<file path="src/design/csrb_params.svh">
// Register offsets, field positions, reset values and frame counts of the core register bank
`ifndef CSRB_PARAMS_SVH
`define CSRB_PARAMS_SVH

`define CSRB_OFF_INDIRECT   6'h00
`define CSRB_OFF_STATUS     6'h03
`define CSRB_OFF_POINTER    6'h04
`define CSRB_OFF_PORT5      6'h05
`define CSRB_OFF_PORT6      6'h06
`define CSRB_OFF_PORT7      6'h07
`define CSRB_OFF_PORT8      6'h08
`define CSRB_OFF_DISPLAY    6'h09

`define CSRB_ST_PAGE_HI     6
`define CSRB_ST_PAGE_LO     5
`define CSRB_ST_TIMEOUT     4
`define CSRB_ST_PWRDN       3
`define CSRB_ST_ZERO        2
`define CSRB_ST_HALF        1
`define CSRB_ST_CARRY       0

`define CSRB_DC_BIAS        7
`define CSRB_DC_DUTY_HI     6
`define CSRB_DC_DUTY_LO     5
`define CSRB_DC_ENABLE      4
`define CSRB_DC_SHAPE       2

`define CSRB_MASK_STATUS    8'h67
`define CSRB_MASK_PORT5     8'hf1
`define CSRB_MASK_DISPLAY   8'hf7

`define CSRB_RST_STATUS     8'h18
`define CSRB_RST_POINTER    8'h00
`define CSRB_RST_PORT       8'h00
`define CSRB_RST_DISPLAY    8'h00

`define CSRB_FR_HALF_0      9'd256
`define CSRB_FR_HALF_1      9'd280
`define CSRB_FR_HALF_2      9'd304
`define CSRB_FR_HALF_3      9'd232
`define CSRB_FR_THIRD_0     9'd172
`define CSRB_FR_THIRD_1     9'd188
`define CSRB_FR_THIRD_2     9'd204
`define CSRB_FR_THIRD_3     9'd156
`define CSRB_FR_QUART_0     9'd128
`define CSRB_FR_QUART_1     9'd140
`define CSRB_FR_QUART_2     9'd152
`define CSRB_FR_QUART_3     9'd116

`endif

</file>
<file path="src/design/csrb_pkg.sv">
// Types shared by the core register bank
package csrb_pkg;

  typedef logic [7:0] csrb_byte_t;

  typedef enum logic [1:0]
  {
    CSRB_DUTY_HALF    = 2'h0,
    CSRB_DUTY_THIRD   = 2'h1,
    CSRB_DUTY_QUARTER = 2'h3
  } csrb_duty_e;

endpackage

</file>
<file path="src/design/csrb_sync.sv">
// Two-flop synchroniser for pin inputs
`timescale 1ns/100ps

module csrb_sync
#(
  parameter int         W       = 1,
  parameter logic [0:0] RST_VAL = 1'b0
)
(
  // Clock and reset
  input  wire logic         clk_i,
  input  wire logic         arst_n_i,
  // Data
  input  wire logic [W-1:0] d_i,
  output logic      [W-1:0] q_o
);

  logic [W-1:0] meta_r;

  always_ff @(posedge clk_i or negedge arst_n_i)
  begin
    if (!arst_n_i)
    begin
      meta_r <= {W{RST_VAL}};
      q_o    <= {W{RST_VAL}};
    end
    else
    begin
      meta_r <= d_i;
      q_o    <= meta_r;
    end
  end

endmodule

</file>
<file path="src/design/csrb_reg_bank.sv">
// Special register bank of the 8-bit core: status, pointer, port data, display control
//
// Summary of operation
// - Page field codes 0..3 pick four 1K-word program pages, 000H to FFFH.
// - Jump, call or counter write copies page field into counter bits 11:10.
// - Returns keep the page field and restore the full stacked address.
// - Page field written by page instruction or by ordinary status write.
// - Timeout flag set by sleep, watchdog clear, power-up; cleared by timeout.
// - Power-down flag set at power-on or watchdog clear; cleared by sleep.
// - Flags read 0/0 watchdog wake, 0/1 timeout awake, 1/0 pin wake.
// - Status bits 2..0 hold zero, half carry and carry from the ALU.
// - Pointer bits 7:6 choose one of four data banks; bank instruction sets them.
// - Pointer bits 5:0 give the indirect address 00 to 3F.
// - Without indirect use the pointer is a plain 8-bit storage byte.
// - Port 5 bits 7:4 latch four pins; direction per matching direction bit.
// - Port 5 bit 0 selects control register page 0 or 1.
// - Ports 6, 7, 8 hold eight pin latches each with own direction.
// - Display bit 7 picks one-half bias at 0, one-third bias at 1.
// - Display bits 6:5 pick duty 1/2 at 00, 1/3 at 01, 1/4 at 1X.
// - Display bit 4 low disables drive, commons and segments held at ground.
// - Display bit 2 picks waveform A at 0 and waveform B at 1.
// - Display bits 1:0 set frame length N times duty count of sub-clock cycles.
// - Access to location zero goes to the location the pointer names.
`timescale 1ns/100ps
`include "csrb_params.svh"

module csrb_reg_bank
  import csrb_pkg::*;
#(
  parameter int PC_LOW_W = 10
)
(
  // Clock and reset
  input  wire logic        clk_i,
  input  wire logic        arst_n_i,
  input  wire logic        ext_rst_n_i,
  // Register access from the core
  input  wire logic [5:0]  acc_addr_i,
  input  wire logic        wr_en_i,
  input  wire logic        rd_en_i,
  input  wire logic [7:0]  wdata_i,
  output logic      [7:0]  rdata_o,
  output logic             rhit_o,
  output logic      [5:0]  eff_addr_o,
  // Instruction events
  input  wire logic        alu_flag_we_i,
  input  wire logic        alu_zero_i,
  input  wire logic        alu_half_i,
  input  wire logic        alu_carry_i,
  input  wire logic        page_instr_i,
  input  wire logic [1:0]  page_val_i,
  input  wire logic        bank_instr_i,
  input  wire logic [1:0]  bank_val_i,
  input  wire logic        sleep_instr_i,
  input  wire logic        watchdog_clear_instruction_i,
  input  wire logic        watchdog_timeout_i,
  output logic             sleeping_o,
  // Program counter
  input  wire logic        pc_load_i,
  input  wire logic [9:0]  pc_low_i,
  input  wire logic        pc_ret_i,
  input  wire logic [11:0] ret_addr_i,
  output logic      [11:0] pc_o,
  // Port pins and directions, direction bit high means input
  input  wire logic [3:0]  port5_pin_i,
  input  wire logic [7:0]  port6_pin_i,
  input  wire logic [7:0]  port7_pin_i,
  input  wire logic [7:0]  port8_pin_i,
  input  wire logic [3:0]  port5_direction_register_i,
  input  wire logic [7:0]  port6_direction_register_i,
  input  wire logic [7:0]  port7_direction_register_i,
  input  wire logic [7:0]  port8_direction_register_i,
  output logic      [3:0]  port5_latch_o,
  output logic      [7:0]  port6_latch_o,
  output logic      [7:0]  port7_latch_o,
  output logic      [7:0]  port8_latch_o,
  output logic             control_page_select_o,
  // Core state
  output logic      [1:0]  data_bank_o,
  output logic      [5:0]  indirect_pointer_o,
  output logic      [7:0]  core_status_o,
  // Display configuration
  output logic             bias_select_o,
  output csrb_duty_e       duty_o,
  output logic             display_drive_enable_o,
  output logic             waveform_shape_select_o,
  output logic      [9:0]  frame_len_o
);

  // ==========================================================
  // Elaboration check
  if (PC_LOW_W != 10)
  begin : g_bad_pc
    $error("csrb_reg_bank: PC_LOW_W must be 10");
  end

  // ==========================================================
  // Pin synchronisers
  logic        ext_rst_n_s;
  logic [27:0] pin_s;

  csrb_sync #(.W(1), .RST_VAL(1'b1)) u_rst_sync
    (.clk_i(clk_i), .arst_n_i(arst_n_i), .d_i(ext_rst_n_i), .q_o(ext_rst_n_s));

  csrb_sync #(.W(28), .RST_VAL(1'b0)) u_pin_sync
    (.clk_i(clk_i), .arst_n_i(arst_n_i),
     .d_i({port8_pin_i, port7_pin_i, port6_pin_i, port5_pin_i}), .q_o(pin_s));

  // ==========================================================
  // Registers
  csrb_byte_t status_r;
  csrb_byte_t pointer_r;
  csrb_byte_t port_r [4];
  csrb_byte_t display_r;
  logic       sleep_r, rst_seen_r;

  // ==========================================================
  // Address decode
  wire        soft_rst = !ext_rst_n_s;
  wire  [5:0] eff_addr = (acc_addr_i == `CSRB_OFF_INDIRECT) ? pointer_r[5:0]
                                                            : acc_addr_i;
  wire        wr_st    = wr_en_i && (eff_addr == `CSRB_OFF_STATUS);
  wire        wr_ptr   = wr_en_i && (eff_addr == `CSRB_OFF_POINTER);
  wire        wr_disp  = wr_en_i && (eff_addr == `CSRB_OFF_DISPLAY);
  wire  [7:0] wmask_st = wdata_i & `CSRB_MASK_STATUS;

  // ==========================================================
  // Status register
  logic [7:0] status_nxt;
  wire        wdt_wake = watchdog_timeout_i && sleep_r;

  always_comb
  begin
    status_nxt = status_r;
    if (wr_st)
      status_nxt = {1'b0, wmask_st[6:5], status_r[4:3], wmask_st[2:0]};
    if (alu_flag_we_i)
      status_nxt[2:0] = {alu_zero_i, alu_half_i, alu_carry_i};
    if (page_instr_i)
      status_nxt[6:5] = page_val_i;
    if (sleep_instr_i)
      status_nxt[4:3] = 2'b10;
    if (watchdog_clear_instruction_i)
      status_nxt[4:3] = 2'b11;
    if (watchdog_timeout_i)
      status_nxt[4:3] = {1'b0, !sleep_r};
  end

  // Pin reset wins over all events; only its first cycle samples sleep, later ones hold it
  always_ff @(posedge clk_i or negedge arst_n_i)
  begin
    if (!arst_n_i)
      status_r <= `CSRB_RST_STATUS;
    else if (soft_rst)
      status_r <= {3'b000, 1'b1, rst_seen_r ? status_r[3] : !sleep_r, 3'b000};
    else
      status_r <= status_nxt;
  end

  always_ff @(posedge clk_i or negedge arst_n_i)
  begin
    if (!arst_n_i)
      sleep_r <= 1'b0;
    else if (soft_rst || wdt_wake)
      sleep_r <= 1'b0;
    else if (sleep_instr_i)
      sleep_r <= 1'b1;
  end

  // ==========================================================
  // Pointer register
  wire [7:0] pointer_nxt = bank_instr_i ? {bank_val_i, pointer_r[5:0]}
                         : wr_ptr       ? wdata_i
                         : pointer_r;

  always_ff @(posedge clk_i or negedge arst_n_i)
  begin
    if (!arst_n_i)
      pointer_r <= `CSRB_RST_POINTER;
    else if (soft_rst)
      pointer_r <= `CSRB_RST_POINTER;
    else
      pointer_r <= pointer_nxt;
  end

  // ==========================================================
  // Port latches, one per port, read back pin when direction is input
  wire [31:0] dir_all = {port8_direction_register_i, port7_direction_register_i,
                         port6_direction_register_i, port5_direction_register_i, 4'h0};
  wire [31:0] pin_all = {pin_s, 4'h0};
  wire  [7:0] port_mask [4];
  wire  [7:0] port_rd   [4];

  assign port_mask[0] = `CSRB_MASK_PORT5;
  assign port_mask[1] = 8'hff;
  assign port_mask[2] = 8'hff;
  assign port_mask[3] = 8'hff;

  for (genvar p = 0; p < 4; p++)
  begin : g_port
    wire [7:0] dir = dir_all[8*p +: 8];
    wire       wr  = wr_en_i && (eff_addr == `CSRB_OFF_PORT5 + 6'(p));

    assign port_rd[p] = ((pin_all[8*p +: 8] & dir) | (port_r[p] & ~dir))
                        & port_mask[p];

    always_ff @(posedge clk_i or negedge arst_n_i)
    begin
      if (!arst_n_i)
        port_r[p] <= `CSRB_RST_PORT;
      else if (soft_rst)
        port_r[p] <= `CSRB_RST_PORT;
      else if (wr)
        port_r[p] <= wdata_i & port_mask[p];
    end
  end

  // ==========================================================
  // Display control and frame length
  wire       duty_q  = display_r[`CSRB_DC_DUTY_HI];
  wire       duty_t  = !duty_q && display_r[`CSRB_DC_DUTY_LO];
  wire [1:0] fr_code = display_r[1:0];
  logic [8:0] frame_n;

  // Sub-clock cycles per frame step; multiplied by duty count below
  always_comb
  begin
    case ({duty_q, duty_t, fr_code})
      4'b0000: frame_n = `CSRB_FR_HALF_0;
      4'b0001: frame_n = `CSRB_FR_HALF_1;
      4'b0010: frame_n = `CSRB_FR_HALF_2;
      4'b0011: frame_n = `CSRB_FR_HALF_3;
      4'b0100: frame_n = `CSRB_FR_THIRD_0;
      4'b0101: frame_n = `CSRB_FR_THIRD_1;
      4'b0110: frame_n = `CSRB_FR_THIRD_2;
      4'b0111: frame_n = `CSRB_FR_THIRD_3;
      4'b1000: frame_n = `CSRB_FR_QUART_0;
      4'b1001: frame_n = `CSRB_FR_QUART_1;
      4'b1010: frame_n = `CSRB_FR_QUART_2;
      4'b1011: frame_n = `CSRB_FR_QUART_3;
      default: frame_n = `CSRB_FR_HALF_0;
    endcase
  end

  wire [10:0] frame_x3 = {1'b0, frame_n, 1'b0} + {2'b00, frame_n};
  wire [9:0]  frame_nxt = duty_q ? {frame_n[7:0], 2'b00}
                        : duty_t ? frame_x3[9:0]
                        : {frame_n, 1'b0};
  wire csrb_duty_e duty_nxt = duty_q ? CSRB_DUTY_QUARTER
                            : duty_t ? CSRB_DUTY_THIRD
                            : CSRB_DUTY_HALF;

  always_ff @(posedge clk_i or negedge arst_n_i)
  begin
    if (!arst_n_i)
      display_r <= `CSRB_RST_DISPLAY;
    else if (soft_rst || wr_disp)
      display_r <= soft_rst ? `CSRB_RST_DISPLAY : wdata_i & `CSRB_MASK_DISPLAY;
  end

  // ==========================================================
  // Program counter page handling
  wire [11:0] pc_nxt = pc_ret_i  ? ret_addr_i
                     : pc_load_i ? {status_r[6:5], pc_low_i}
                     : pc_o;

  // ==========================================================
  // Read path
  logic [7:0] rd_nxt;
  logic       hit_nxt;

  always_comb
  begin
    hit_nxt = 1'b1;
    rd_nxt  = 8'h00;
    case (eff_addr)
      `CSRB_OFF_STATUS:  rd_nxt = status_r;
      `CSRB_OFF_POINTER: rd_nxt = pointer_r;
      `CSRB_OFF_PORT5:   rd_nxt = port_rd[0];
      `CSRB_OFF_PORT6:   rd_nxt = port_rd[1];
      `CSRB_OFF_PORT7:   rd_nxt = port_rd[2];
      `CSRB_OFF_PORT8:   rd_nxt = port_rd[3];
      `CSRB_OFF_DISPLAY: rd_nxt = display_r;
      default:           hit_nxt = 1'b0;
    endcase
  end

  // ==========================================================
  // Registered outputs
  always_ff @(posedge clk_i or negedge arst_n_i)
  begin
    if (!arst_n_i)
    begin
      rdata_o     <= 8'h00;
      rhit_o      <= 1'b0;
      eff_addr_o  <= 6'h00;
      pc_o        <= 12'h000;
      frame_len_o <= 10'h000;
      duty_o      <= CSRB_DUTY_HALF;
      rst_seen_r  <= 1'b0;
    end
    else
    begin
      rdata_o     <= rd_en_i ? rd_nxt : 8'h00;
      rhit_o      <= rd_en_i && hit_nxt;
      eff_addr_o  <= eff_addr;
      pc_o        <= pc_nxt;
      frame_len_o <= frame_nxt;
      duty_o      <= duty_nxt;
      rst_seen_r  <= soft_rst;
    end
  end

  // Direct register views
  assign core_status_o           = status_r;
  assign sleeping_o              = sleep_r;
  assign data_bank_o             = pointer_r[7:6];
  assign indirect_pointer_o      = pointer_r[5:0];
  assign port5_latch_o           = port_r[0][7:4];
  assign port6_latch_o           = port_r[1];
  assign port7_latch_o           = port_r[2];
  assign port8_latch_o           = port_r[3];
  assign control_page_select_o   = port_r[0][0];
  assign bias_select_o           = display_r[`CSRB_DC_BIAS];
  assign display_drive_enable_o  = display_r[`CSRB_DC_ENABLE];
  assign waveform_shape_select_o = display_r[`CSRB_DC_SHAPE];
endmodule

</file>
<file path="config.mk">
export PLATFORM = sky130hd
export DESIGN_NAME = csrb_reg_bank
export DESIGN_NICKNAME = d
export VERILOG_FILES = /design/src/design/csrb_pkg.sv /design/src/design/csrb_sync.sv /design/src/design/csrb_reg_bank.sv
export VERILOG_INCLUDE_DIRS = /design/src /design/src/design
export SDC_FILE = /design/constraint.sdc
export NUM_CORES = 1
export LEC_CHECK = 0
export CAP_MARGIN = 30
export CORE_MARGIN = 2
export CORE_UTILIZATION = 57
export DETAILED_ROUTE_END_ITERATION = 8
export DONT_BUFFER_PORTS = 1
export GPL_ROUTABILITY_DRIVEN = 1
export PLACE_DENSITY = 0.76
export SYNTH_ARGS = -nofsm -noshare
export SYNTH_HDL_FRONTEND = slang
export SYNTH_HIERARCHICAL = 1
export SYNTH_SLANG_ARGS = --single-unit
</file>
<file path="constraint.sdc">
create_clock -name clk_i -period 2.2 [get_ports clk_i]
set_input_delay 0.33 -clock clk_i [delete_from_list [all_inputs] [get_ports clk_i]]
set_output_delay 0.33 -clock clk_i [all_outputs]
set_load 0.03 [all_outputs]
</file>
==> summary.md, run 1 <==
| Metric | Value |
|---|---|
| Design area | between 8000 and 9000 sq um |
| Hold_buf cts | slightly below 70 |
| Power density of the placed cells | 816 nW/um^2 |
| Syn. warnings | 6 |
| Area delta synth->final | 27.0% |
| Starting DRT DRC Count | a little over 400 |
| Via count | 4697 |
| GRT Total Usage | between 30% and 40% |
| # setup viols final | 3 |
| Comb power frac | 5.5% |
| Number of global-route vias before repair | a little under 5000 |
| Post-layout nets | between 700 and 800 |
| Final std cells w/o fill | a little under 800 |
| TritonCTS Buffers | 17 |
| Status | complete, but fails checks |
| Initial antenna violation count | 0 |
| Post-layout min period | between 2 and 2.5 ns |
| Failing checks | negative hold slack, negative setup slack |
| Area of the die | 11900 sq um |
| DR WL met3 | about 1300 um |
| Congestion Overflow GR | 0 |
| CP max FO | 3 |
| Predominant post-synthesis flop cell | dfrtp_1 |
| Synth Instances | 536 |
| Crit path DAT | about 2.7 ns |
| Peak supply drop | between 0.6 and 0.7 mV |
| First-pass GRT wire length | ~26000 um |
| Routed met2 length | between 8000 and 9000 um |
| Pin slew with the least headroom to its limit | 0.669 ns |
| Share of cells above drive strength 1 | 15.9% |
| CTS clk-pin slew, worst paths | roughly 0.070 ns |
| Root buf cell | clkbuf_8 |
| Hpwl dp | 11100 um |
| Routed WL | around 17000 um |
| GPL Wtd Cong | 0.934 |
| Core region area | around 11000 sq um |
| Skew final | slightly above 0.008 ns |
| Slew headroom | ~55% |
| CP Capture Type | register |
| Clock Sinks | 148 |
| Antenna fix cells | 0 |
| Unrepaired setup endpoints after global routing | yes |
| DRC violations left | 0 |
| Total power | between 0.006 and 0.007 W |
| Max Slew Vio Count | 0 |
| Die X | approximately 110 um |
| EDFF count, synth | 0 |
| CTS max path bufs | 2 |
| Commonest non-fill, non-tap cell in the layout | dfrtp_1 |
| Critical path startpoint category | register |
| Required @ worst endpoint | between 2 and 3 ns |
| Largest net degree at the start of global routing | 149 |
| Worst r2r dst | frame_len_o[6] |
| Post-DP Area | between 6000 and 7000 sq um |
| Switching Share | about 21% |
| Final Util | 73.9% |
| Reg-to-reg slack, setup | -0.05 ns |
| Highest metal used | met4 |
| # Max-Cap Violations | 0 |
| First-pass iteration count of the detailed router | 5 |
| Die height | between 100 and 150 um |
| Final setup margin | -0.0485 ns |
| Clk_lat worst skew | 0.53 ns |
| Yosys cell types | 53 |
| H-tree depth | 4 |
| Rows | 38 |
| CTS tree | built |
| Most frequent cells in the layout | dfrtp_1 (141), mux2i_1 (84), dlygate4sd3_1 (68) |
| Avg Inst Size Synth | roughly 12 sq um |
| Post-synthesis register bit count | approximately 150 |
| HP Class | in -> async |
| Fmax | ~440 MHz |
| Post-synthesis async set-or-reset flop share | 100% |
| Reg2Reg Launch Point | display_r[1] |
| CP Class | reg -> reg |
| Sequential fraction of the synthesis area | around 60% |
| Setup_tns | -0.122 ns |
| Pint | slightly above 0.005 W |
| Top Ports | 200 |
| Worst Reg-to-Reg Cells | 10 |
| Static Leak | 3.72 nW |
| Initial core utilization | roughly three fifths |
| Power share of the sequential group | about 45% |
| Routed wire length per instance | 22.1 um |
| Wire length on met1 | between 6000 and 7000 um |
| Hold WS | -0.512 ns |
| Placed Cells | approximately 680 |
| I/O Buffers | 0 |
| Final Cycle Share | 102% |
| Post-Syn Area | roughly 6300 sq um |
| Hold Vio Cnt, Final | ~150 |
| Clock share of power | ~49% |
| Via density per instance | about 6.0 |
| Post-DRT Antenna Nets | 0 |
| Switching Power | approximately 0.0014 W |
| Fillcell total | roughly 710 |
## cells in the mapped netlist, types with 3 or more instances
cell type	number	share of area [%]
a21oi_1	19	1.5
a22oi_1	5	0.60
a2bb2oi_1	4	0.56
a31o_2	3	0.42
a31oi_1	9	0.89
buf_2	6	0.48
buf_4	4	0.48
buf_6	3	0.54
clkbuf_1	15	0.89
dfrtp_1	144	57
dfstp_2	4	1.7
ha_1	9	1.8
inv_1	15	0.89
mux2i_1	84	13
nand2_1	40	2.4
nand3_1	10	0.79
nor2_1	52	3.1
nor2b_1	3	0.30
nor3_1	8	0.63
nor4_1	4	0.40
nor4b_1	4	0.56
o211ai_1	6	0.71
o21ai_0	33	2.6
o21bai_1	3	0.36
o22ai_1	3	0.30
o2bb2ai_1	7	0.97
## kinds of logic (layout without fill, tap and decap cells)
group	count (synthesis)	in the layout	share of synthesized area [%]
buf+inv	45	149	3.39
xor+xnor	3	3	0.417
other cells	1	3	0.0594
mux	84	84	13.3
simple gates	143	143	11.7
compound gates	103	103	10.5
fa+ha+maj	9	9	1.79
flops	148	148	58.8
## through the flow
stage	hold WS, ns	setup WS, ns
floorplan	0.0344	-0.0343
global placement	0.0395	-0.0132
detailed placement	0.0390	-0.122
CTS	-0.527	-0.0761
global route	-0.530	-0.132
finish	-0.512	-0.0485
## power by group through the flow
stage	clock network [W]	registers, W	logic (W)
2_1_floorplan	0	0.00300	0.000198
3_3_place_gp	0	0.00301	0.000218
3_5_place_dp	0	0.00302	0.000224
4_1_cts	0.00324	0.00297	0.000350
5_1_grt	0.00336	0.00298	0.000388
6_report	0.00321	0.00297	0.000362
## per-layer routing
layer | vias to the layer above | track usage, %
met3 | 47 | 8.67
met5 | - | 0
met4 | 0 | 13.4
met1 | 2331 | 36.5
met2 | 239 | 50.7
li1 | 2080 | -
## how the worst max path moves through the flow
stage	cells past startpoint	startpoint	to
detailed placement	10	display_r[1]	frame_len_o[6]
global placement	10	display_r[1]	frame_len_o[6]
global route	11	display_r[0]	frame_len_o[6]
floorplan	11	display_r[6]	frame_len_o[6]
finish	10	display_r[1]	frame_len_o[6]
CTS	10	display_r[1]	frame_len_o[6]
## layout make-up
class	instances	area, sq um	share of cell area [%]
Sequential cell	148	3710	46.3
Multi-Input combinational cell	345	2470	30.9
Timing Repair Buffer	103	943	11.8
Clock buffer	22	453	5.65
Clock inverter	9	200	2.50
Tap cell	140	175	2.19
Inverter	15	56.3	0.703
## registers in the layout, indices dropped and copies added (netlist names), 7 cells and up
signal             flops
core_status_o          7
display_r              7
frame_len_o            8
pc_o                  12
pointer_r              8
port6_latch_o          8
port7_latch_o          8
port8_latch_o          8
rdata_o                8
u_pin_sync/meta_r     28
u_pin_sync/q_o        28
## critical path, stage by stage, from the launching register on
cell and delay, ns:
dfrtp_1 0.41, ha_4 0.30, nor2_4 0.04, a211oi_2 0.14, nor2_1 0.09, ha_1 0.31
a21oi_2 0.19, o21bai_2 0.11, or2_4 0.24, a311oi_2 0.21, nor2_1 0.09
## timing repair
| action | in CTS | in global routing |
|---|---|---|
| endpoints found under the hold margin | 251 | 148 |
| setup endpoints to repair | 3 | 29 |
| pin swaps | 9 | 10 |
| resized for setup | 6 | 7 |
| buffers inserted | 0 | 6 |
Note: power is estimated with default switching activity, not from simulation.
==> run 2: changes to the inputs <==
--- a/config.mk
+++ b/config.mk
@@ -8,12 +8,11 @@
 export LEC_CHECK = 0
 export CAP_MARGIN = 30
 export CORE_MARGIN = 2
-export CORE_UTILIZATION = 57
+export CORE_UTILIZATION = 60
 export DETAILED_ROUTE_END_ITERATION = 8
 export DONT_BUFFER_PORTS = 1
 export GPL_ROUTABILITY_DRIVEN = 1
-export PLACE_DENSITY = 0.76
+export PLACE_DENSITY = 0.77
 export SYNTH_ARGS = -nofsm -noshare
 export SYNTH_HDL_FRONTEND = slang
-export SYNTH_HIERARCHICAL = 1
 export SYNTH_SLANG_ARGS = --single-unit
==> constraint.sdc (replaced) <==
create_clock -name clk_i -period 2.4 [get_ports clk_i]
set_input_delay 0.36 -clock clk_i [delete_from_list [all_inputs] [get_ports clk_i]]
set_output_delay 0.36 -clock clk_i [all_outputs]
set_load 0.03 [all_outputs]
==> run 2 against run 1 <==
  * The run ends with negative hold slack left
  * First-iteration DRC count rose by 34%
  * Critical path depth is 2 lower
  * Area after synthesis about the same
  * Non-clock buffer count decreased by 11
  * Wire length is 3.4% higher
  * Flip-flop and latch count did not move
  * Largest cell class unchanged
==> summary.md, run 2 <==
| Metric | Value |
|---|---|
| Pint | 0.00423 W (-18%) |
| Hold Vio Cnt, Final | 148 (unchanged) |
| Peak supply drop | 0.529 mV (-14%) |
| Post-layout nets | 737 (-1.9%) |
| Hold WS | -0.475 ns (+0.0374 ns) |
| Routed WL | 17900 um (+3.4%) |
| Switching Share | 23.3% (+1.8 points) |
| Predominant post-synthesis flop cell | dfrtp_1 |
| Share of cells above drive strength 1 | 17.0% (+1.1 points) |
| Worst Reg-to-Reg Cells | 8 (-2) |
| Critical path startpoint category | register |
| Hold_buf cts | 58 (-15%) |
| Clock Sinks | 148 (unchanged) |
| CP Class | reg -> reg |
| Synth top cells by count | dfrtp_1 (144), mux2i_1 (63), nor2_1 (41), o21ai_0 (41), a21oi_1 (28) |
| Skew final | 0.0188 ns (+0.0106 ns) |
| Reg-to-reg slack, setup | 0.06 ns (+0.11 ns) |
| Routed wire length per instance | 23.3 um (+5.7%) |
| Leading area contributor after synthesis | dfrtp_1 |
| Avg Inst Size Synth | 12.0 sq um (+1.7%) |
| Fillcell total | 645 (-9.4%) |
| Switching Power | 0.00129 W (-8.6%) |
| HP Class | in -> async |
| GRT Total Usage | 32.5% (+2.2 points) |
| Die X | 107 um (-2.5%) |
| Synth Instances | 527 (-1.7%) |
| Area share of fa/ha/maj cells after synthesis | 1.79% (about the same) |
| Comb power frac | 5.7% (+0.2 points) |
| Worst r2r dst | port5_latch_o[3] |
| Top cell type's share of synthesized area | 57.1% (about the same) |
| Worst setup path start | pointer_r[5] |
| Mux contribution to synthesized area | 11.8% (-1.5 points) |
| Placed Cells | 671 (-0.89%) |
| GPL Wtd Cong | 0.960 (+2.7%) |
| Power share of the sequential group | 49.4% (+4.0 points) |
| # Max-Cap Violations | 0 (unchanged) |
| Die height | 107 um (-2.5%) |
| CTS clk-pin slew, worst paths | 0.07 ns (about the same) |
| # setup viols final | 0 (-3) |
| Pin slew with the least headroom to its limit | 0.694 ns (+0.0255 ns) |
| Area fraction in compound gates after synthesis | 13.4% (+2.9 points) |
| Power density of the placed cells | 706 nW/um^2 (-13%) |
| CTS tree | built |
| Post-Synth XOR/XNOR Area | 0.417% (about the same) |
| CP peak stage delay | 0.58 ns (+0.17 ns) |
| Initial core utilization | 61.4% (+3.2 points) |
| First-pass GRT wire length | 27300 um (+3.1%) |
| Root buf cell | clkbuf_8 |
| Static Leak | 3.43 nW (-8.0%) |
| Commonest non-fill, non-tap cell in the layout | dfrtp_1 |
| CTS max path bufs | 2 (unchanged) |
| Failing checks | negative hold slack |
| Post-layout min period | 2.34 ns (+0.0924 ns) |
| Design area | 7810 sq um (-2.6%) |
| Hpwl dp | 11500 um (+3.6%) |
| Area of the die | 11300 sq um (-4.8%) |
| Antenna fix cells | 0 (unchanged) |
| Syn. warnings | 0 (-6) |
| Most used cell along the critical path | buf_4 |
| Top Ports | 200 (unchanged) |
| Clk_lat worst skew | 0.53 ns (about the same) |
| Yosys cell types | 54 (+1.9%) |
| Most frequent cells in the layout | dfrtp_1 (143), mux2i_1 (63), dlygate4sd3_1 (58) |
| Slew headroom | 53.7% (-1.6 points) |
| First-pass iteration count of the detailed router | 5 (unchanged) |
| Post-DRT Antenna Nets | 0 (unchanged) |
| Worst setup path end | port5_latch_o[3] |
| Sequential fraction of the synthesis area | 58.8% (about the same) |
| Largest regs | u_pin_sync.meta_r (28), u_pin_sync.q_o (28), pc_o (12) |
| Post-Syn Area | 6310 sq um (about the same) |
| Area delta synth->final | 23.8% |
| Top-count cell post-synth | dfrtp_1 |
| CP max FO | 9 (+6) |
| Fmax | 427 MHz (-3.9%) |
| Crit path DAT | 2.80 ns (+0.15 ns) |
| CP Capture Type | register |
| I/O Buffers | 0 (unchanged) |
| Rows | 37 (-2.6%) |
| Max Slew Vio Count | 0 (unchanged) |
| DRC violations left | 0 (unchanged) |
| Number of global-route vias before repair | 4947 (+2.1%) |
| Post-synthesis register bit count | 148 (unchanged) |
| Core region area | 10300 sq um (-5.2%) |
| Congestion Overflow GR | 0 (unchanged) |
| Status | complete, but fails checks |
| Post-synthesis async set-or-reset flop share | 100% (unchanged) |
| Largest net degree at the start of global routing | 149 (unchanged) |
| Setup_tns | 0 ns (+0.122 ns) |
| Clock share of power | 44.9% (-4.2 points) |
| Via count | 4806 (+2.3%) |
| Via density per instance | 6.28 (+4.6%) |
| Ranking of synthesized cells by area | dfrtp_1 (57%), mux2i_1 (10%), o21ai_0 (3.3%), nor2_1 (2.4%), a21oi_1 (2.2%) |
| EDFF count, synth | 0 (unchanged) |
| Reg2Reg Launch Point | pointer_r[5] |
| Final Cycle Share | 97.5% (-4.7 points) |
| Post-DP Area | 6600 sq um (+0.19%) |
| Crit-path slowest cell | dlygate4sd3_1 |
| Required @ worst endpoint | 2.85 ns (+0.24 ns) |
| Largest family of logic cells by synthesized area | compound AO/OA/AOI/OAI gates |
| Initial antenna violation count | 0 (unchanged) |
| H-tree depth | 4 (unchanged) |
| Synth Area in Simple Gates | 11.0% (-0.67 points) |
| TritonCTS Buffers | 17 (unchanged) |
| Starting DRT DRC Count | 545 (+34%) |
| Cell Chain, Critical Path | nor3_2 > o41ai_2 > buf_4 > nor4_1 > buf_4 > nand3_1 > dlygate4sd3_1 > a21oi_1 |
| Final std cells w/o fill | 765 (-2.2%) |
run 2: metrics by stage:
stage	setup WS (ns)	total power [W]	utilization [%]
after floorplan	0.00394	0.00293	-
after detailed placement	-0.0448	0.00298	64.2
final	0.0590	0.00551	76.0
after CTS	0.0197	0.00551	75.5
after global placement	-0.0308	0.00297	64.2
after global routing	-0.0628	0.00567	76.0
run 2: worst min-delay path by stage:
stage                                 end  slack (ns)
CTS                         eff_addr_o[5]       -0.48
floorplan           control_page_select_o        0.06
global route                eff_addr_o[5]       -0.50
detailed placement          eff_addr_o[5]        0.07
finish                      eff_addr_o[5]       -0.47
global placement            eff_addr_o[4]        0.07
run 2: area by class of cell:
class                           count  area, sq um  area share, %
Inverter                           17         63.8          0.817
Multi-Input combinational cell    340         2470           31.6
Clock buffer                       25          484           6.20
Tap cell                          136          170           2.18
Sequential cell                   148         3710           47.5
Timing Repair Buffer               92          836           10.7
Clock inverter                      7         75.1          0.961
run 2: metal layers:
metal	global-route usage (%)	up-vias	routed length [um]
met5	0	-	0
met4	16.1	0	850
met3	10.1	65	1730
met2	54.0	315	8950
met1	38.4	2347	6330
li1	-	2079	-
run 2: repair_timing:
item / in CTS / in global routing
resized for setup: 2 / 7
pin swaps: 1 / 1
setup endpoints to repair: 1 / 4
endpoints found under the hold margin: 221 / 148
setup buffers: 0 / 4
run 2: cells by family (layout without fill, tap and decap cells):
group | after synthesis | count (layout)
buffers and inverters | 41 | 141
other | 1 | 3
AND/OR/NAND/NOR | 124 | 124
XOR/XNOR | 3 | 3
AO/OA/AOI/OAI | 128 | 128
flip-flops | 148 | 148
multiplexers | 73 | 73
adder cells (fa/ha/maj) | 9 | 9
run 2: critical path: cells and delay by family (launching register included):
kind / cells / cell delay (ns)
buffers and inverters: 3 / 1.00
AND/OR/NAND/NOR: 3 / 0.59
flip-flops: 1 / 0.47
AO/OA/AOI/OAI: 2 / 0.21
run 2: power by group through the flow:
stage / logic [W] / clock network, W / registers (W)
2_1_floorplan: 0.000179 / 0 / 0.00275
4_1_cts: 0.000303 / 0.00249 / 0.00272
3_5_place_dp: 0.000210 / 0 / 0.00277
3_3_place_gp: 0.000203 / 0 / 0.00276
5_1_grt: 0.000336 / 0.00260 / 0.00273
6_report: 0.000315 / 0.00248 / 0.00272
==> run 3: changes to the inputs <==
--- a/config.mk
+++ b/config.mk
@@ -6,13 +6,13 @@
 export SDC_FILE = /design/constraint.sdc
 export NUM_CORES = 1
 export LEC_CHECK = 0
+export BUFFER_PORTS_ARGS = -buffer_cell sky130_fd_sc_hd__buf_2
 export CAP_MARGIN = 30
 export CORE_MARGIN = 2
-export CORE_UTILIZATION = 60
+export CORE_UTILIZATION = 51
 export DETAILED_ROUTE_END_ITERATION = 8
-export DONT_BUFFER_PORTS = 1
 export GPL_ROUTABILITY_DRIVEN = 1
-export PLACE_DENSITY = 0.77
+export PLACE_DENSITY = 0.81
 export SYNTH_ARGS = -nofsm -noshare
 export SYNTH_HDL_FRONTEND = slang
 export SYNTH_SLANG_ARGS = --single-unit
==> run 3 against run 2 <==
  * The flow now finishes without violations
  * Count of clock-buffer cells in the layout is 3 lower
  * Worst hold slack better by 0.51 ns
  * Via count is 7.5% higher
  * Clock power is 20% higher
  * Highest routed layer unchanged
  * Critical path depth is 1 higher
  * Global-route usage is 4.6 points lower
  * Core utilization is 6.4 points lower
  * Flip-flop and latch count stayed put
  * Sequential power is 3% lower
  * Critical endpoint is now frame_len_o[6]
==> summary.md, run 3 (synthesized netlist as in run 2, its figures left out) <==
| Metric | Value |
|---|---|
| Placed Cells | 900 (+34%) |
| Critical path's top delay family | adder cells |
| Slew headroom | 40.1% (-14 points) |
| # Max-Cap Violations | 0 (unchanged) |
| Hold Vio Cnt, Final | 0 (-100%) |
| Required @ worst endpoint | 2.70 ns (-0.15 ns) |
| Pre-CTS setup slack | 0.0179 ns (+0.0627 ns) |
| Post-layout min period | 2.29 ns (-0.0519 ns) |
| Clk_lat worst skew | 0.42 ns (-0.11 ns) |
| Worst r2r dst | frame_len_o[6] |
| HP Class | in -> reg |
| Root buf cell | clkbuf_16 |
| Hpwl dp | 12900 um (+12%) |
| CP Capture Type | register |
| Largest regs | u_pin_sync.meta_r (28), u_pin_sync.q_o (28), pc_o (12) |
| Unrepaired setup endpoints after global routing | no |
| Max Slew Vio Count | 0 (unchanged) |
| CP Class | reg -> reg |
| Core region area | 12100 sq um (+17%) |
| Hold WS | 0.0378 ns (+0.513 ns) |
| Setup_tns | 0 ns (unchanged) |
| Most used cell along the critical path | ha_1 |
| Reg-to-reg slack, setup | 0.11 ns (+0.05 ns) |
| Number of global-route vias before repair | 5213 (+5.4%) |
| Area of the die | 13300 sq um (+17%) |
| CP max FO | 5 (-4) |
| Critical path startpoint category | register |
| Crit-path slowest cell | dfrtp_1 |
| Share of cells above drive strength 1 | 39.3% (+22 points) |
| Post-DRT Antenna Nets | 0 (unchanged) |
| Skew final | 0.00877 ns (-0.0100 ns) |
| Worst hold endpoint | u_rst_sync.meta_r |
| Cell Chain, Critical Path | buf_4 > ha_1 > o21ai_1 > ha_1 > inv_1 > o21bai_2 > or2_2 > a311oi_2 > nor2_1 |
| CTS tree | built |
| Die X | 115 um (+8.1%) |
| CP peak stage delay | 0.41 ns (-0.17 ns) |
| GPL Wtd Cong | 0.915 (-4.7%) |
| Starting DRT DRC Count | 583 (+7.0%) |
| Congestion Overflow GR | 0 (unchanged) |
| Final setup margin | 0.111 ns (+0.0519 ns) |
| Via count | 5167 (+7.5%) |
| CTS clk-pin slew, worst paths | 0.06 ns (about the same) |
| CTS max path bufs | 2 (unchanged) |
| Power density of the placed cells | 732 nW/um^2 (+3.7%) |
| Antenna fix cells | 0 (unchanged) |
| DRC violations left | 0 (unchanged) |
| Static Leak | 4.13 nW (+20%) |
| TritonCTS Buffers | 17 (unchanged) |
| Crit path DAT | 2.59 ns (-0.21 ns) |
| Most frequent cells in the layout | buf_2 (195), dfrtp_1 (144), mux2i_1 (63) |
| Post-layout nets | 875 (+19%) |
| Clock Sinks | 148 (unchanged) |
| Top Ports | 200 (unchanged) |
| Initial core utilization | 52.3% (-9.1 points) |
| Worst Reg-to-Reg Cells | 9 (+1) |
| Routed WL | 17600 um (-1.3%) |
| Fmax | 437 MHz (+2.3%) |
| Status | completed |
| First-pass iteration count of the detailed router | 5 (unchanged) |
| Rows | 40 (+8.1%) |
| Area delta synth->final | 33.1% |
| GRT Total Usage | 27.9% (-4.6 points) |
| # setup viols final | 0 (unchanged) |
| Die height | 115 um (+8.1%) |
| Largest net degree at the start of global routing | 66 (-56%) |
| Reg2Reg Launch Point | display_r[1] |
| I/O Buffers | 196 (+196) |
| Via density per instance | 5.53 (-12%) |
| Pin slew with the least headroom to its limit | 0.889 ns (+0.195 ns) |
| Final std cells w/o fill | 934 (+22%) |
| Commonest non-fill, non-tap cell in the layout | buf_2 |
| Crit path buf inv count | 2 (-1) |
| Final Cycle Share | 95.4% (-2.2 points) |
| Hold depth | 1 |
| Routed wire length per instance | 18.9 um (-19%) |
| Initial antenna violation count | 0 (unchanged) |
| Peak supply drop | 0.550 mV (+3.8%) |
| Hold_sp | ext_rst_n_i |
| H-tree depth | 4 (unchanged) |
| First-pass GRT wire length | 27600 um (+1.3%) |
run 3: area by class of cell:
class | instances | area (sq um)
Timing Repair Buffer | 230 | 1270
Sequential cell | 148 | 3710
Multi-Input combinational cell | 340 | 2470
Fill cell | 877 | 3670
Tap cell | 168 | 210
Inverter | 17 | 63.8
Clock inverter | 9 | 199
Clock buffer | 22 | 464
run 3: how the worst max path moves through the flow:
stage | from | to | cells after the start
floorplan | display_r[5] | frame_len_o[6] | 10
global placement | display_r[0] | frame_len_o[6] | 11
CTS | display_r[6] | frame_len_o[6] | 9
finish | display_r[1] | frame_len_o[6] | 9
global route | display_r[1] | frame_len_o[6] | 9
detailed placement | display_r[1] | frame_len_o[6] | 10
run 3: stage by stage:
step | cell area [sq um] | total power, W | utilization (%)
after floorplan | 6310 | 0.00293 | -
after global placement | 7660 | 0.00320 | 63.5
after detailed placement | 7660 | 0.00321 | 63.5
after CTS | 8340 | 0.00617 | 69.1
after global routing | 8390 | 0.00636 | 69.6
final | 8390 | 0.00614 | 69.6
run 3: report_power, final:
part	internal [W]	switching, W
Combinational	0.000189	0.000353
Clock	0.00200	0.000969
Sequential	0.00259	0.0000426
run 3: timing repair:
action,4_1_cts,5_1_grt
setup endpoints to repair,1,3
hold endpoints to repair,58,0
setup buffers,0,2
hold buffers,1,0
pin swaps,0,2
resized for setup,1,7
gates cloned,0,0
run 3: per-layer routing:
layer	wire (um)	GRT usage [%]
met1	7050	35.9
met2	8570	44.7
met3	1500	8.54
met4	493	11.0
met5	0	0
